<file path="src/core/sfrm_pkg.sv">
// Purpose: constants shared by the read-mode parameter table block
// Assumes: classic wishbone slave, 32-bit data, one register per aligned word
// Notes: register byte address is four times the register index

package sfrm_pkg;

  // ----------------------------------------------------------------
  // register indices
  // ----------------------------------------------------------------
  localparam logic [5:0] SFRM_OFF_FIRST = 6'h08;
  localparam logic [5:0] SFRM_OFF_QUAD_IO_WAIT = 6'h08;
  localparam logic [5:0] SFRM_OFF_QUAD_IO_OPCODE = 6'h09;
  localparam logic [5:0] SFRM_OFF_QUAD_OUT_WAIT = 6'h0a;
  localparam logic [5:0] SFRM_OFF_QUAD_OUT_OPCODE = 6'h0b;
  localparam logic [5:0] SFRM_OFF_DUAL_OUT_WAIT = 6'h0c;
  localparam logic [5:0] SFRM_OFF_DUAL_OUT_OPCODE = 6'h0d;
  localparam logic [5:0] SFRM_OFF_DUAL_IO_WAIT = 6'h0e;
  localparam logic [5:0] SFRM_OFF_DUAL_IO_OPCODE = 6'h0f;
  localparam logic [5:0] SFRM_OFF_WIDE_FLAGS = 6'h10;
  localparam logic [5:0] SFRM_OFF_RSVD_LO_FIRST = 6'h11;
  localparam logic [5:0] SFRM_OFF_RSVD_LO_LAST = 6'h15;
  localparam logic [5:0] SFRM_OFF_DUAL_ALL_WAIT = 6'h16;
  localparam logic [5:0] SFRM_OFF_DUAL_ALL_OPCODE = 6'h17;
  localparam logic [5:0] SFRM_OFF_RSVD_HI_FIRST = 6'h18;
  localparam logic [5:0] SFRM_OFF_RSVD_HI_LAST = 6'h19;
  localparam logic [5:0] SFRM_OFF_FOUR_WIRE_WAIT = 6'h1a;
  localparam logic [5:0] SFRM_OFF_FOUR_WIRE_OPCODE = 6'h1b;
  localparam logic [5:0] SFRM_OFF_LAST = 6'h1b;
  localparam logic [5:0] SFRM_IDX_PROBE_ADDR = 6'h20;
  localparam logic [5:0] SFRM_IDX_PROBE_DATA = 6'h21;
  localparam logic [5:0] SFRM_IDX_STATUS = 6'h22;
  localparam logic [5:0] SFRM_IDX_BASE = 6'h23;
  localparam logic [5:0] SFRM_IDX_CTRL = 6'h24;

  // ----------------------------------------------------------------
  // table contents and fields
  // ----------------------------------------------------------------
  localparam logic [15:0] SFRM_TABLE_BASE = 16'h1090;
  localparam logic [7:0] SFRM_VAL_QUAD_IO_WAIT = 8'h48;
  localparam logic [7:0] SFRM_VAL_QUAD_IO_OPCODE = 8'heb;
  localparam logic [7:0] SFRM_VAL_NOT_OFFERED = 8'hff;
  localparam logic [7:0] SFRM_VAL_DUAL_IO_WAIT = 8'h88;
  localparam logic [7:0] SFRM_VAL_DUAL_IO_OPCODE = 8'hbb;
  localparam logic [7:0] SFRM_VAL_WIDE_FLAGS = 8'hfe;
  localparam logic [7:0] SFRM_VAL_RESERVED = 8'hff;
  localparam logic [7:0] SFRM_VAL_FOUR_WIRE_WAIT = 8'h48;
  localparam logic [7:0] SFRM_VAL_FOUR_WIRE_OPCODE = 8'heb;
  localparam logic [7:0] SFRM_VAL_ABSENT = 8'hff;
  localparam int SFRM_BIT_FOUR_WIRE = 4;
  localparam int SFRM_BIT_DUAL_ALL = 0;
  localparam int SFRM_ROM_DEPTH = 20;
  localparam logic [7:0] SFRM_ROM [0:SFRM_ROM_DEPTH-1] = '{
    SFRM_VAL_QUAD_IO_WAIT, SFRM_VAL_QUAD_IO_OPCODE, SFRM_VAL_NOT_OFFERED, SFRM_VAL_NOT_OFFERED,
    SFRM_VAL_NOT_OFFERED, SFRM_VAL_NOT_OFFERED, SFRM_VAL_DUAL_IO_WAIT, SFRM_VAL_DUAL_IO_OPCODE,
    SFRM_VAL_WIDE_FLAGS, SFRM_VAL_RESERVED, SFRM_VAL_RESERVED, SFRM_VAL_RESERVED,
    SFRM_VAL_RESERVED, SFRM_VAL_RESERVED, SFRM_VAL_NOT_OFFERED, SFRM_VAL_NOT_OFFERED,
    SFRM_VAL_RESERVED, SFRM_VAL_RESERVED, SFRM_VAL_FOUR_WIRE_WAIT, SFRM_VAL_FOUR_WIRE_OPCODE
  };

  // ----------------------------------------------------------------
  // own control and status layout
  // ----------------------------------------------------------------
  localparam int SFRM_BIT_WR_SEEN = 0;
  localparam int SFRM_BIT_PROBE_MISS = 1;
  localparam int SFRM_BIT_CNT_CLR = 8;
  localparam int SFRM_BIT_AUTOINC = 0;
  localparam logic SFRM_RST_AUTOINC = 1'b1;
  localparam logic [15:0] SFRM_RST_PROBE_ADDR = 16'h1090;
  localparam int SFRM_CNT_W = 8;

endpackage : sfrm_pkg

</file>
<file path="src/core/sfrm_wb_ack.sv">
// Purpose: classic wishbone single-cycle acknowledge
// Assumes: master holds cyc and stb until it samples ack
// Notes: ack stands one cycle; take marks the edge where the request is served
`timescale 1ns/1ps

module sfrm_wb_ack (
  input wire logic clk_i,
  input wire logic rst_i,
  input wire logic cyc_i,
  input wire logic stb_i,
  output logic take_o,
  output logic ack_o
);

  // no back-to-back ack: a request held past its ack is served again on every second edge
  assign take_o = cyc_i & stb_i & ~ack_o;

  always_ff @(posedge clk_i) begin
    if (rst_i) begin
      ack_o <= 1'b0;
    end else begin
      ack_o <= take_o;
    end
  end

endmodule : sfrm_wb_ack

</file>
<file path="src/core/sfrm_sat_cnt.sv">
// Purpose: saturating event counter
// Assumes: inc and clr come from logic on the same clock
// Notes: an increment in the clearing cycle is kept
`timescale 1ns/1ps

module sfrm_sat_cnt (
  input wire logic clk_i,
  input wire logic rst_i,
  input wire logic inc_i,
  input wire logic clr_i,
  output logic [sfrm_pkg::SFRM_CNT_W-1:0] cnt_o
);
  import sfrm_pkg::*;

  localparam logic [SFRM_CNT_W-1:0] CNT_MAX = '1;

  always_ff @(posedge clk_i) begin
    if (rst_i) begin
      cnt_o <= '0;
    end else if (clr_i) begin
      cnt_o <= inc_i ? SFRM_CNT_W'(1) : '0;
    end else if (inc_i && cnt_o != CNT_MAX) begin
      cnt_o <= cnt_o + SFRM_CNT_W'(1);
    end
  end

endmodule : sfrm_sat_cnt

</file>
<file path="src/core/sfrm_param_rom.sv">
// Purpose: read-mode parameter table with a wishbone register view
// Assumes: classic wishbone, byte address on adr_i, register index in adr_i[7:2]
// Notes: table bytes also reachable by absolute address through the probe port
`timescale 1ns/1ps

module sfrm_param_rom (
  input wire logic clk_i,
  input wire logic rst_i,
  input wire logic cyc_i,
  input wire logic stb_i,
  input wire logic we_i,
  input wire logic [7:0] adr_i,
  input wire logic [3:0] sel_i,
  input wire logic [31:0] dat_i,
  output logic [31:0] dat_o,
  output logic ack_o
);
  import sfrm_pkg::*;

  // ----------------------------------------------------------------
  // table lookup
  // ----------------------------------------------------------------
  function automatic logic [8:0] rom_lookup(input logic [5:0] off);
    logic [5:0] rel;
    rel = 6'(off - SFRM_OFF_FIRST);
    if (off >= SFRM_OFF_FIRST && off <= SFRM_OFF_LAST) begin
      return {1'b1, SFRM_ROM[rel[4:0]]};
    end
    return {1'b0, SFRM_VAL_ABSENT};
  endfunction : rom_lookup

  // ----------------------------------------------------------------
  // bus handshake
  // ----------------------------------------------------------------
  logic take;
  logic [5:0] idx;
  logic rd_take;
  logic wr_take;

  sfrm_wb_ack u_ack (
    .clk_i(clk_i),
    .rst_i(rst_i),
    .cyc_i(cyc_i),
    .stb_i(stb_i),
    .take_o(take),
    .ack_o(ack_o)
  );

  assign idx = adr_i[7:2];
  assign rd_take = take & ~we_i;
  assign wr_take = take & we_i;

  // ----------------------------------------------------------------
  // state
  // ----------------------------------------------------------------
  logic [15:0] probe_addr_r;
  logic autoinc_r;
  logic wr_seen_r;
  logic [SFRM_CNT_W-1:0] wr_cnt;
  logic [8:0] bus_look;
  logic [15:0] probe_rel;
  logic [8:0] probe_look;
  logic probe_hit;
  logic rom_wr;
  logic seen_clr;
  logic cnt_clr;
  logic [31:0] rd_data;

  assign bus_look = rom_lookup(idx);
  // base subtraction maps absolute addresses onto table offsets
  assign probe_rel = probe_addr_r - SFRM_TABLE_BASE;
  assign probe_look = rom_lookup(probe_rel[5:0]);
  assign probe_hit = (probe_rel[15:6] == 10'h000) & probe_look[8];

  // a write aimed at a table byte stores nothing, it is only counted and flagged in wr_seen_r
  assign rom_wr = wr_take & bus_look[8];
  assign seen_clr = wr_take & (idx == SFRM_IDX_STATUS) & sel_i[0] & dat_i[SFRM_BIT_WR_SEEN];
  assign cnt_clr = wr_take & (idx == SFRM_IDX_STATUS) & sel_i[1] & dat_i[SFRM_BIT_CNT_CLR];

  sfrm_sat_cnt u_cnt (
    .clk_i(clk_i),
    .rst_i(rst_i),
    .inc_i(rom_wr),
    .clr_i(cnt_clr),
    .cnt_o(wr_cnt)
  );

  // ----------------------------------------------------------------
  // probe address, auto-increment on each data read
  // ----------------------------------------------------------------
  always_ff @(posedge clk_i) begin
    if (rst_i) begin
      probe_addr_r <= SFRM_RST_PROBE_ADDR;
    end else if (wr_take && idx == SFRM_IDX_PROBE_ADDR) begin
      if (sel_i[0]) begin
        probe_addr_r[7:0] <= dat_i[7:0];
      end
      if (sel_i[1]) begin
        probe_addr_r[15:8] <= dat_i[15:8];
      end
    end else if (rd_take && idx == SFRM_IDX_PROBE_DATA && autoinc_r) begin
      probe_addr_r <= probe_addr_r + 16'h0001;
    end
  end

  always_ff @(posedge clk_i) begin
    if (rst_i) begin
      autoinc_r <= SFRM_RST_AUTOINC;
    end else if (wr_take && idx == SFRM_IDX_CTRL && sel_i[0]) begin
      autoinc_r <= dat_i[SFRM_BIT_AUTOINC];
    end
  end

  // set wins over a clear in the same cycle
  always_ff @(posedge clk_i) begin
    if (rst_i) begin
      wr_seen_r <= 1'b0;
    end else begin
      wr_seen_r <= rom_wr | (wr_seen_r & ~seen_clr);
    end
  end

  // ----------------------------------------------------------------
  // read mux, unmapped words read zero
  // ----------------------------------------------------------------
  always_comb begin
    rd_data = 32'h0000_0000;
    if (bus_look[8]) begin
      rd_data[7:0] = bus_look[7:0];
    end else begin
      unique case (idx)
        SFRM_IDX_PROBE_ADDR: rd_data[15:0] = probe_addr_r;
        SFRM_IDX_PROBE_DATA: rd_data[7:0] = probe_look[7:0];
        SFRM_IDX_STATUS: begin
          rd_data[SFRM_BIT_WR_SEEN] = wr_seen_r;
          rd_data[SFRM_BIT_PROBE_MISS] = ~probe_hit;
          rd_data[SFRM_BIT_CNT_CLR +: SFRM_CNT_W] = wr_cnt;
        end
        SFRM_IDX_BASE: rd_data[15:0] = SFRM_TABLE_BASE;
        SFRM_IDX_CTRL: rd_data[SFRM_BIT_AUTOINC] = autoinc_r;
        default: rd_data = 32'h0000_0000;
      endcase
    end
  end

  // probe misses read the erased value unless probe_rel[5:0] aliases a table offset, never stale data
  always_ff @(posedge clk_i) begin
    if (rst_i) begin
      dat_o <= 32'h0000_0000;
    end else if (rd_take) begin
      dat_o <= rd_data;
    end else if (wr_take) begin
      dat_o <= 32'h0000_0000;
    end
  end

  // ----------------------------------------------------------------
  // checks
  // ----------------------------------------------------------------
  logic [5:0] chk_idx_r;
  logic chk_rd_r;

  always_ff @(posedge clk_i) begin
    if (rst_i) begin
      chk_idx_r <= 6'h00;
      chk_rd_r <= 1'b0;
    end else if (take) begin
      chk_idx_r <= idx;
      chk_rd_r <= ~we_i;
    end
  end
endmodule : sfrm_param_rom

</file>
<file path="config.mk">
export PLATFORM = sky130hd
export DESIGN_NAME = sfrm_param_rom
export DESIGN_NICKNAME = d
export VERILOG_FILES = /design/src/core/sfrm_pkg.sv /design/src/core/sfrm_wb_ack.sv /design/src/core/sfrm_sat_cnt.sv /design/src/core/sfrm_param_rom.sv
export SDC_FILE = /design/constraint.sdc
export NUM_CORES = 1
export LEC_CHECK = 0
export ABC_AREA = 1
export BUFFER_PORTS_ARGS = -buffer_cell sky130_fd_sc_hd__buf_2
export CAP_MARGIN = 20
export CORE_MARGIN = 2
export CORE_UTILIZATION = 57
export DETAILED_ROUTE_END_ITERATION = 10
export MAX_ROUTING_LAYER = met4
export PLACE_DENSITY = 0.86
export SKIP_CTS_REPAIR_TIMING = 1
export SYNTH_ARGS = -nofsm -noshare
export SYNTH_HDL_FRONTEND = slang
export SYNTH_SLANG_ARGS = --single-unit
</file>
<file path="constraint.sdc">
create_clock -name clk_i -period 3.8 [get_ports clk_i]
set_input_delay 0.19 -clock clk_i [delete_from_list [all_inputs] [get_ports clk_i]]
set_output_delay 0.19 -clock clk_i [all_outputs]
set_load 0.02 [all_outputs]
</file>
After elaboration in Yosys (flattened, before gate mapping)
Memory sizes are Yosys's and may differ from the RTL's.
Index checks and enable logic that the tools add are counted.
- flip-flop bits (word level): 59
- bits in read-only memories: 512
- input port bits: 49
- output and inout bits: 33
- word-level logic and storage cells: 86
- memories: 2
- memories (name ; depth ; width ; rd ports ; clocked after memory_dff ; wr ports ; RTL line ; source):
    (name not given) ; 32 ; 8 ; 1 ; 0 ; 0 ; sfrm_param_rom.sv:27 ; return {1'b1, SFRM_ROM[rel[4:0]]};
    (name not given) ; 32 ; 8 ; 1 ; 0 ; 0 ; sfrm_param_rom.sv:27 ;
- add/subtract/negate cells: 5
- magnitude comparators: 6
- eq/ne operators: 8
- muxes and demuxes: 25
- bitwise logic cells: 19
- reduce and logical (&&, ||, !) cells: 14
- operators by type and width (kind ; number):
    $mux 8 ; 10
    $mux 32 ; 2
    $mux 9 ; 4
    $mux 16 ; 2
    $eq 6x6->1 const B ; 5
    $pmux 8 s3 ; 1
    $pmux 6 s3 ; 1
    $add 16x1->16 const B ; 1
    $sub 16x13->16 const B ; 1
    $and 1x1->1 ; 12
    $ge 6x4->1 const B ; 2
    $ge 6x6->1 const B ; 2
    $le 6x5->1 const B ; 2
    $not 5->6 ; 2
    $logic_not 10->1 ; 1
    $sub 5x4->5 const B ; 2
    $add 8x1->8 const B ; 1
    $logic_and 1x1->1 ; 8
    $ne 8x8->1 const B ; 1
    $reduce_bool 2->1 ; 3
    $ne 2x2->1 const B ; 2
    $not 1->1 ; 4
    $pmux 1 s4 ; 1
    $reduce_and 2->1 ; 2
    other kinds (3) ; 5

Depth between registers and ports, before layout
- word-level depth: 13
- depth in mapped cells: 14

By module
Synthesis repeated with hierarchy kept, for this count alone.
- cell total of the unflattened synthesis: 507
- area, all modules: 3290.7 µm²
- modules (own cells, without submodules) (module ; times used ; cells an instance ; area each (µm²) ; sequential area each (µm²)):
    sfrm_param_rom ; 1 ; 428 ; 2761.4 ; 680.7
    sfrm_sat_cnt ; 1 ; 75 ; 491.7 ; 160.2
    sfrm_wb_ack ; 1 ; 4 ; 37.5 ; 20.0

Least setup slack after synthesis
Ideal clock, no wire load.
- kind: reg2reg
- start point: reg probe_addr_r[4]
- end point: reg dat_o[1]
- data arrival time: 1.534 ns
- required time: 3.668 ns
- setup slack: 2.134 ns
- stages on the path, launching flop included: 12
- buffers on the path: 0
- period minus slack after synthesis: 1.666 ns
- path through: dfxtp_1 -> inv_1 -> ha_1 -> nand3_1 -> nand3_1 -> nand2_1 -> nand2_1 -> o21ai_0 -> o21a_1 -> nand3_1 -> nand2_1 -> a21oi_1
- cells in the longest elaborated chain, start to end: 11
- elaborated cells between the ends (all ways): 18
- ends and longest elaborated chain (what ; RTL line ; source):
    start, declared ; sfrm_param_rom.sv:56 ; logic [15:0] probe_addr_r;
    start signal, assigned ; sfrm_param_rom.sv:96 ; probe_addr_r[7:0] <= dat_i[7:0];
    start signal, assigned ; sfrm_param_rom.sv:102 ; probe_addr_r <= probe_addr_r + 16'h0001;
    $sub 16x13->16 (*) ; sfrm_param_rom.sv:71 ; assign probe_rel = probe_addr_r - SFRM_TABLE_BASE;
    $sub 5x4->5 ; sfrm_param_rom.sv:25 ; rel = 6'(off - SFRM_OFF_FIRST);
    $not 5->6 (implied by the code) ; sfrm_param_rom.sv:27 ;
    $mem_v2 32x8 ; - ;
    $mux 8 (implied by the code) (2 in series) ; sfrm_param_rom.sv:27 ;
    $mux 9 ; sfrm_param_rom.sv:26 ; if (off >= SFRM_OFF_FIRST && off <= SFRM_OFF_LAST) begin
    $mux 9 ; sfrm_param_rom.sv:29 ; return {1'b0, SFRM_VAL_ABSENT};
    $pmux 1 s3 (*) ; sfrm_param_rom.sv:131 ; unique case (idx)
    $mux 8 (*) ; sfrm_param_rom.sv:128 ; if (bus_look[8]) begin
    $mux 32 (*) ; sfrm_param_rom.sv:150 ; end else if (rd_take) begin
    end signal, assigned ; sfrm_param_rom.sv:151 ; dat_o <= rd_data;
    end, declared ; sfrm_param_rom.sv:15 ; output logic [31:0] dat_o,
Mark *: on every way between the ends. The rest lies on a longest branch, timed or not. The select of a mux whose other input is x is not followed.
A chain may end at the register's enable or synchronous reset.

Final worst setup path
- start point: reg probe_addr_r[4]
- end point: reg dat_o[5]
- cells in the longest elaborated chain, start to end: 11
- elaborated cells between the ends (all ways): 15
- ends and longest elaborated chain (what ; RTL line):
    $sub 16x13->16 (*) ; sfrm_param_rom.sv:71
    $sub 5x4->5 ; sfrm_param_rom.sv:25
    $not 5->6 (implied by the code) ; sfrm_param_rom.sv:27
    $mem_v2 32x8 ; -
    $mux 8 (implied by the code) (2 in series) ; sfrm_param_rom.sv:27
    $mux 9 ; sfrm_param_rom.sv:26
    $mux 9 (*) ; sfrm_param_rom.sv:29
    $pmux 6 s3 (*) ; sfrm_param_rom.sv:131
    $mux 8 (*) ; sfrm_param_rom.sv:128
    $mux 32 (*) ; sfrm_param_rom.sv:150
Marked as above.

==> qor.yml <==
period_share: 0.570
r2r_slack_ns: 1.63
tns_ns: 0
startpoint_type: "register"
io_buffers: 45
path_cells: "inv_1 -> ha_1 -> nand3_1 -> nand3_1 -> nand2_1 -> nand2_1 -> o21ai_0 -> o21ai_0 -> o21ai_0 -> a21oi_1"
start_util: 0.596
viasPerCell: 5.68
worstSetupEndpointType: "register"
crit_top_cell: "o21ai_0"
cts-root-buf: "clkbuf_8"
netlist_instances: 473
ys_ff_latch: 43
clock_power_share: 0.348
grtUsageTotal: 0.271
startpoint: "probe_addr_r[4]$_SDFFE_PP1P_"
outcome: "completed"
hold_path.class: "primary input to register"
placed_area_um2: 3270
first_pass_iters: 5
p_seq_frac: 0.537
max_cap_violations: 0
drive_gt1_frac: 0.165
area_growth_pct: 9.76
ir_drop_v: 0.000219
clk_latency_ns: 0.30
yosys_warnings: 0
cts_num_sinks: 43
power_density_nw_per_um2: 253
r2r_start: "probe_addr_r[4]$_SDFFE_PP1P_"
grt_max_degree: 32
wl_mm: 7.89
finClkSkew_ns: 0.00641
grt_setup_unrepaired: "no"
placementRows: 26
cpLargestDelayFamily: "compound AO/OA/AOI/OAI gates"
clockBufferDepth: 2
syn_avg_cell_area_um2: 6.48
slew_headroom: 0.608
design_area_um2: 3360
timing.fmax_ghz: 0.462
cp_slowest_cell: "dfxtp_1"
cp.arrival_ns: 2.33
drc_errors: 0
min_to: "probe_addr_r[1]$_SDFFE_PP0P_"
antenna_cells: 0
yosys-top-cells-area: "dfxtp_1 (28%), nand2_1 (14%), a21oi_1 (7.4%), inv_1 (6.1%), nand3_1 (5.4%)"
place_hpwl_mm: 5.88
p_total_uw: 849
grt_pass1_wl_mm: 13.1
switching_power_uw: 240
drt_iter0_drc: 352
antenna_left: 0
worst_pin_slew_ns: 0.588
ctsHtreeMaxLevel: 2
ios: 82
pwr-share-comb: 0.115
nNetsFinal: 575
yosys.area.top_type: "dfxtp_1"
cts_buffers: 5
worst-path-buf-inv: 1
seq_area_frac_synth: 0.281
gp_congestion: 0.978
min_from: "dat_i[1]"
cp_data_required_time_ns: 3.96
die_area_um2: 5980
slowest_delay_ns: 0.49
finalSetupViolCount: 0
synth.distinct_cells: 37
grt_overflow: 0
power.internal_uw: 609
wl_per_cell_um: 13.5
final_hold_viol_count: 0
die_w_um: 77.3
yosysTopAreaCellShare: 0.281
path_max_fanout: 7
whs_path_depth: 3
p_sw_frac: 0.282
reg2reg_to: "dat_o[5]$_SDFFE_PP0P_"
die_y_um: 77.3
grt_antenna_before_repair: 0
cts_tree: "yes"
via_count: 3330
core_um2: 5140
leakagePower_nw: 1.51
path_class: "register to register"
syn_area_um2: 3060
clk_pin_slew_worst_paths_ns: 0.09
finalMaxSlewViolations: 0
grt_pass1_vias: 2895
period_needed_ns: 2.17
r2r_cells: 10
[layout make-up]
| type | instances | area, um2 |
|---|---|---|
| Tap cell | 70 | 87.6 |
| Clock inverter | 3 | 20.0 |
| Timing Repair Buffer | 46 | 233 |
| Multi-Input combinational cell | 362 | 1880 |
| Inverter | 57 | 214 |
| Clock buffer | 5 | 68.8 |
| Fill cell | 494 | 1780 |
| Sequential cell | 43 | 861 |
[worst min-delay path, delay by kind of cell]
kind | cells | cell delay [ns]
buf+inv | 1 | 0.09
compound gates | 1 | 0.08
simple gates | 1 | 0.06
[metal layers]
layer,global-route usage,routed length [um]
met3,0.0471,640
met5,-,0
met1,0.362,3600
met2,0.422,3550
met4,0.0768,97
[cell families after synthesis]
group,count (synthesis),synth area share
fa+ha+maj,11,0.0449
xor+xnor,6,0.0172
compound gates,117,0.217
buf+inv,83,0.124
other cells,1,0.00122
simple gates,212,0.314
flops,43,0.281
[state kept, by name (all words and copies together) (netlist names)]
name,flops
autoinc_r,1
dat_o,16
probe_addr_r,16
u_ack.ack_o,1
u_cnt.cnt_o,8
wr_seen_r,1
[worst max path at each step]
| stage | endpoint | cells past startpoint | slack, ns |
|---|---|---|---|
| floorplan | dat_o[1]$_SDFFE_PP0P_ | 11 | 2.13 |
| global placement | dat_o[5]$_SDFFE_PP0P_ | 10 | 1.82 |
| detailed placement | dat_o[5]$_SDFFE_PP0P_ | 10 | 1.72 |
| CTS | dat_o[5]$_SDFFE_PP0P_ | 10 | 1.70 |
| global route | dat_o[5]$_SDFFE_PP0P_ | 10 | 1.46 |
| finish | dat_o[5]$_SDFFE_PP0P_ | 10 | 1.63 |
[metrics by stage]
| step | setup slack, ns | std cells | hold WS (ns) | util |
|---|---|---|---|---|
| finish | 1.63 | 586 | 0.164 | 0.654 |
| floorplan | 2.13 | 488 | 0.335 | - |
| detailed placement | 1.72 | 578 | 0.457 | 0.637 |
| CTS | 1.70 | 586 | 0.158 | 0.654 |
| global placement | 1.82 | 578 | 0.451 | 0.637 |
| global route | 1.46 | 586 | 0.178 | 0.654 |
[Yosys cell counts (all sizes together)]
library cell    n
o21ai          38
o31ai           3
nand4           9
a211oi          3
and2            1
xor2            5
nor2           36
o211a           1
a21oi          46
nor3            7
clkbuf          4
nand3          35
xnor2           1
nand2         124
a31oi           5
o2111ai         1
inv            57
conb            1
o211ai          6
dfxtp          43
o22ai          10
o221ai          1
buf            22
o21a            3
ha             11
[power groups by stage]
stage | Clock (mW) | Sequential (mW) | Combinational (mW)
floorplan | 0 | 0.469 | 0.0721
global placement | 0 | 0.466 | 0.0937
detailed placement | 0 | 0.466 | 0.0952
CTS | 0.304 | 0.456 | 0.0960
global route | 0.320 | 0.456 | 0.107
finish | 0.296 | 0.456 | 0.0976
[placed cells by master (no fill, tap or decap), types with 11 or more instances in the layout]
master | netlist | routed
conb_1 | 1 | 16
ha_1 | 11 | 11
dfxtp_1 | 43 | 43
nand3_1 | 33 | 33
nor2_1 | 26 | 26
nand2_1 | 115 | 115
a21oi_1 | 45 | 45
o21ai_0 | 28 | 28
inv_1 | 50 | 50
buf_2 | 4 | 45
(Power assumes the default switching activity.)
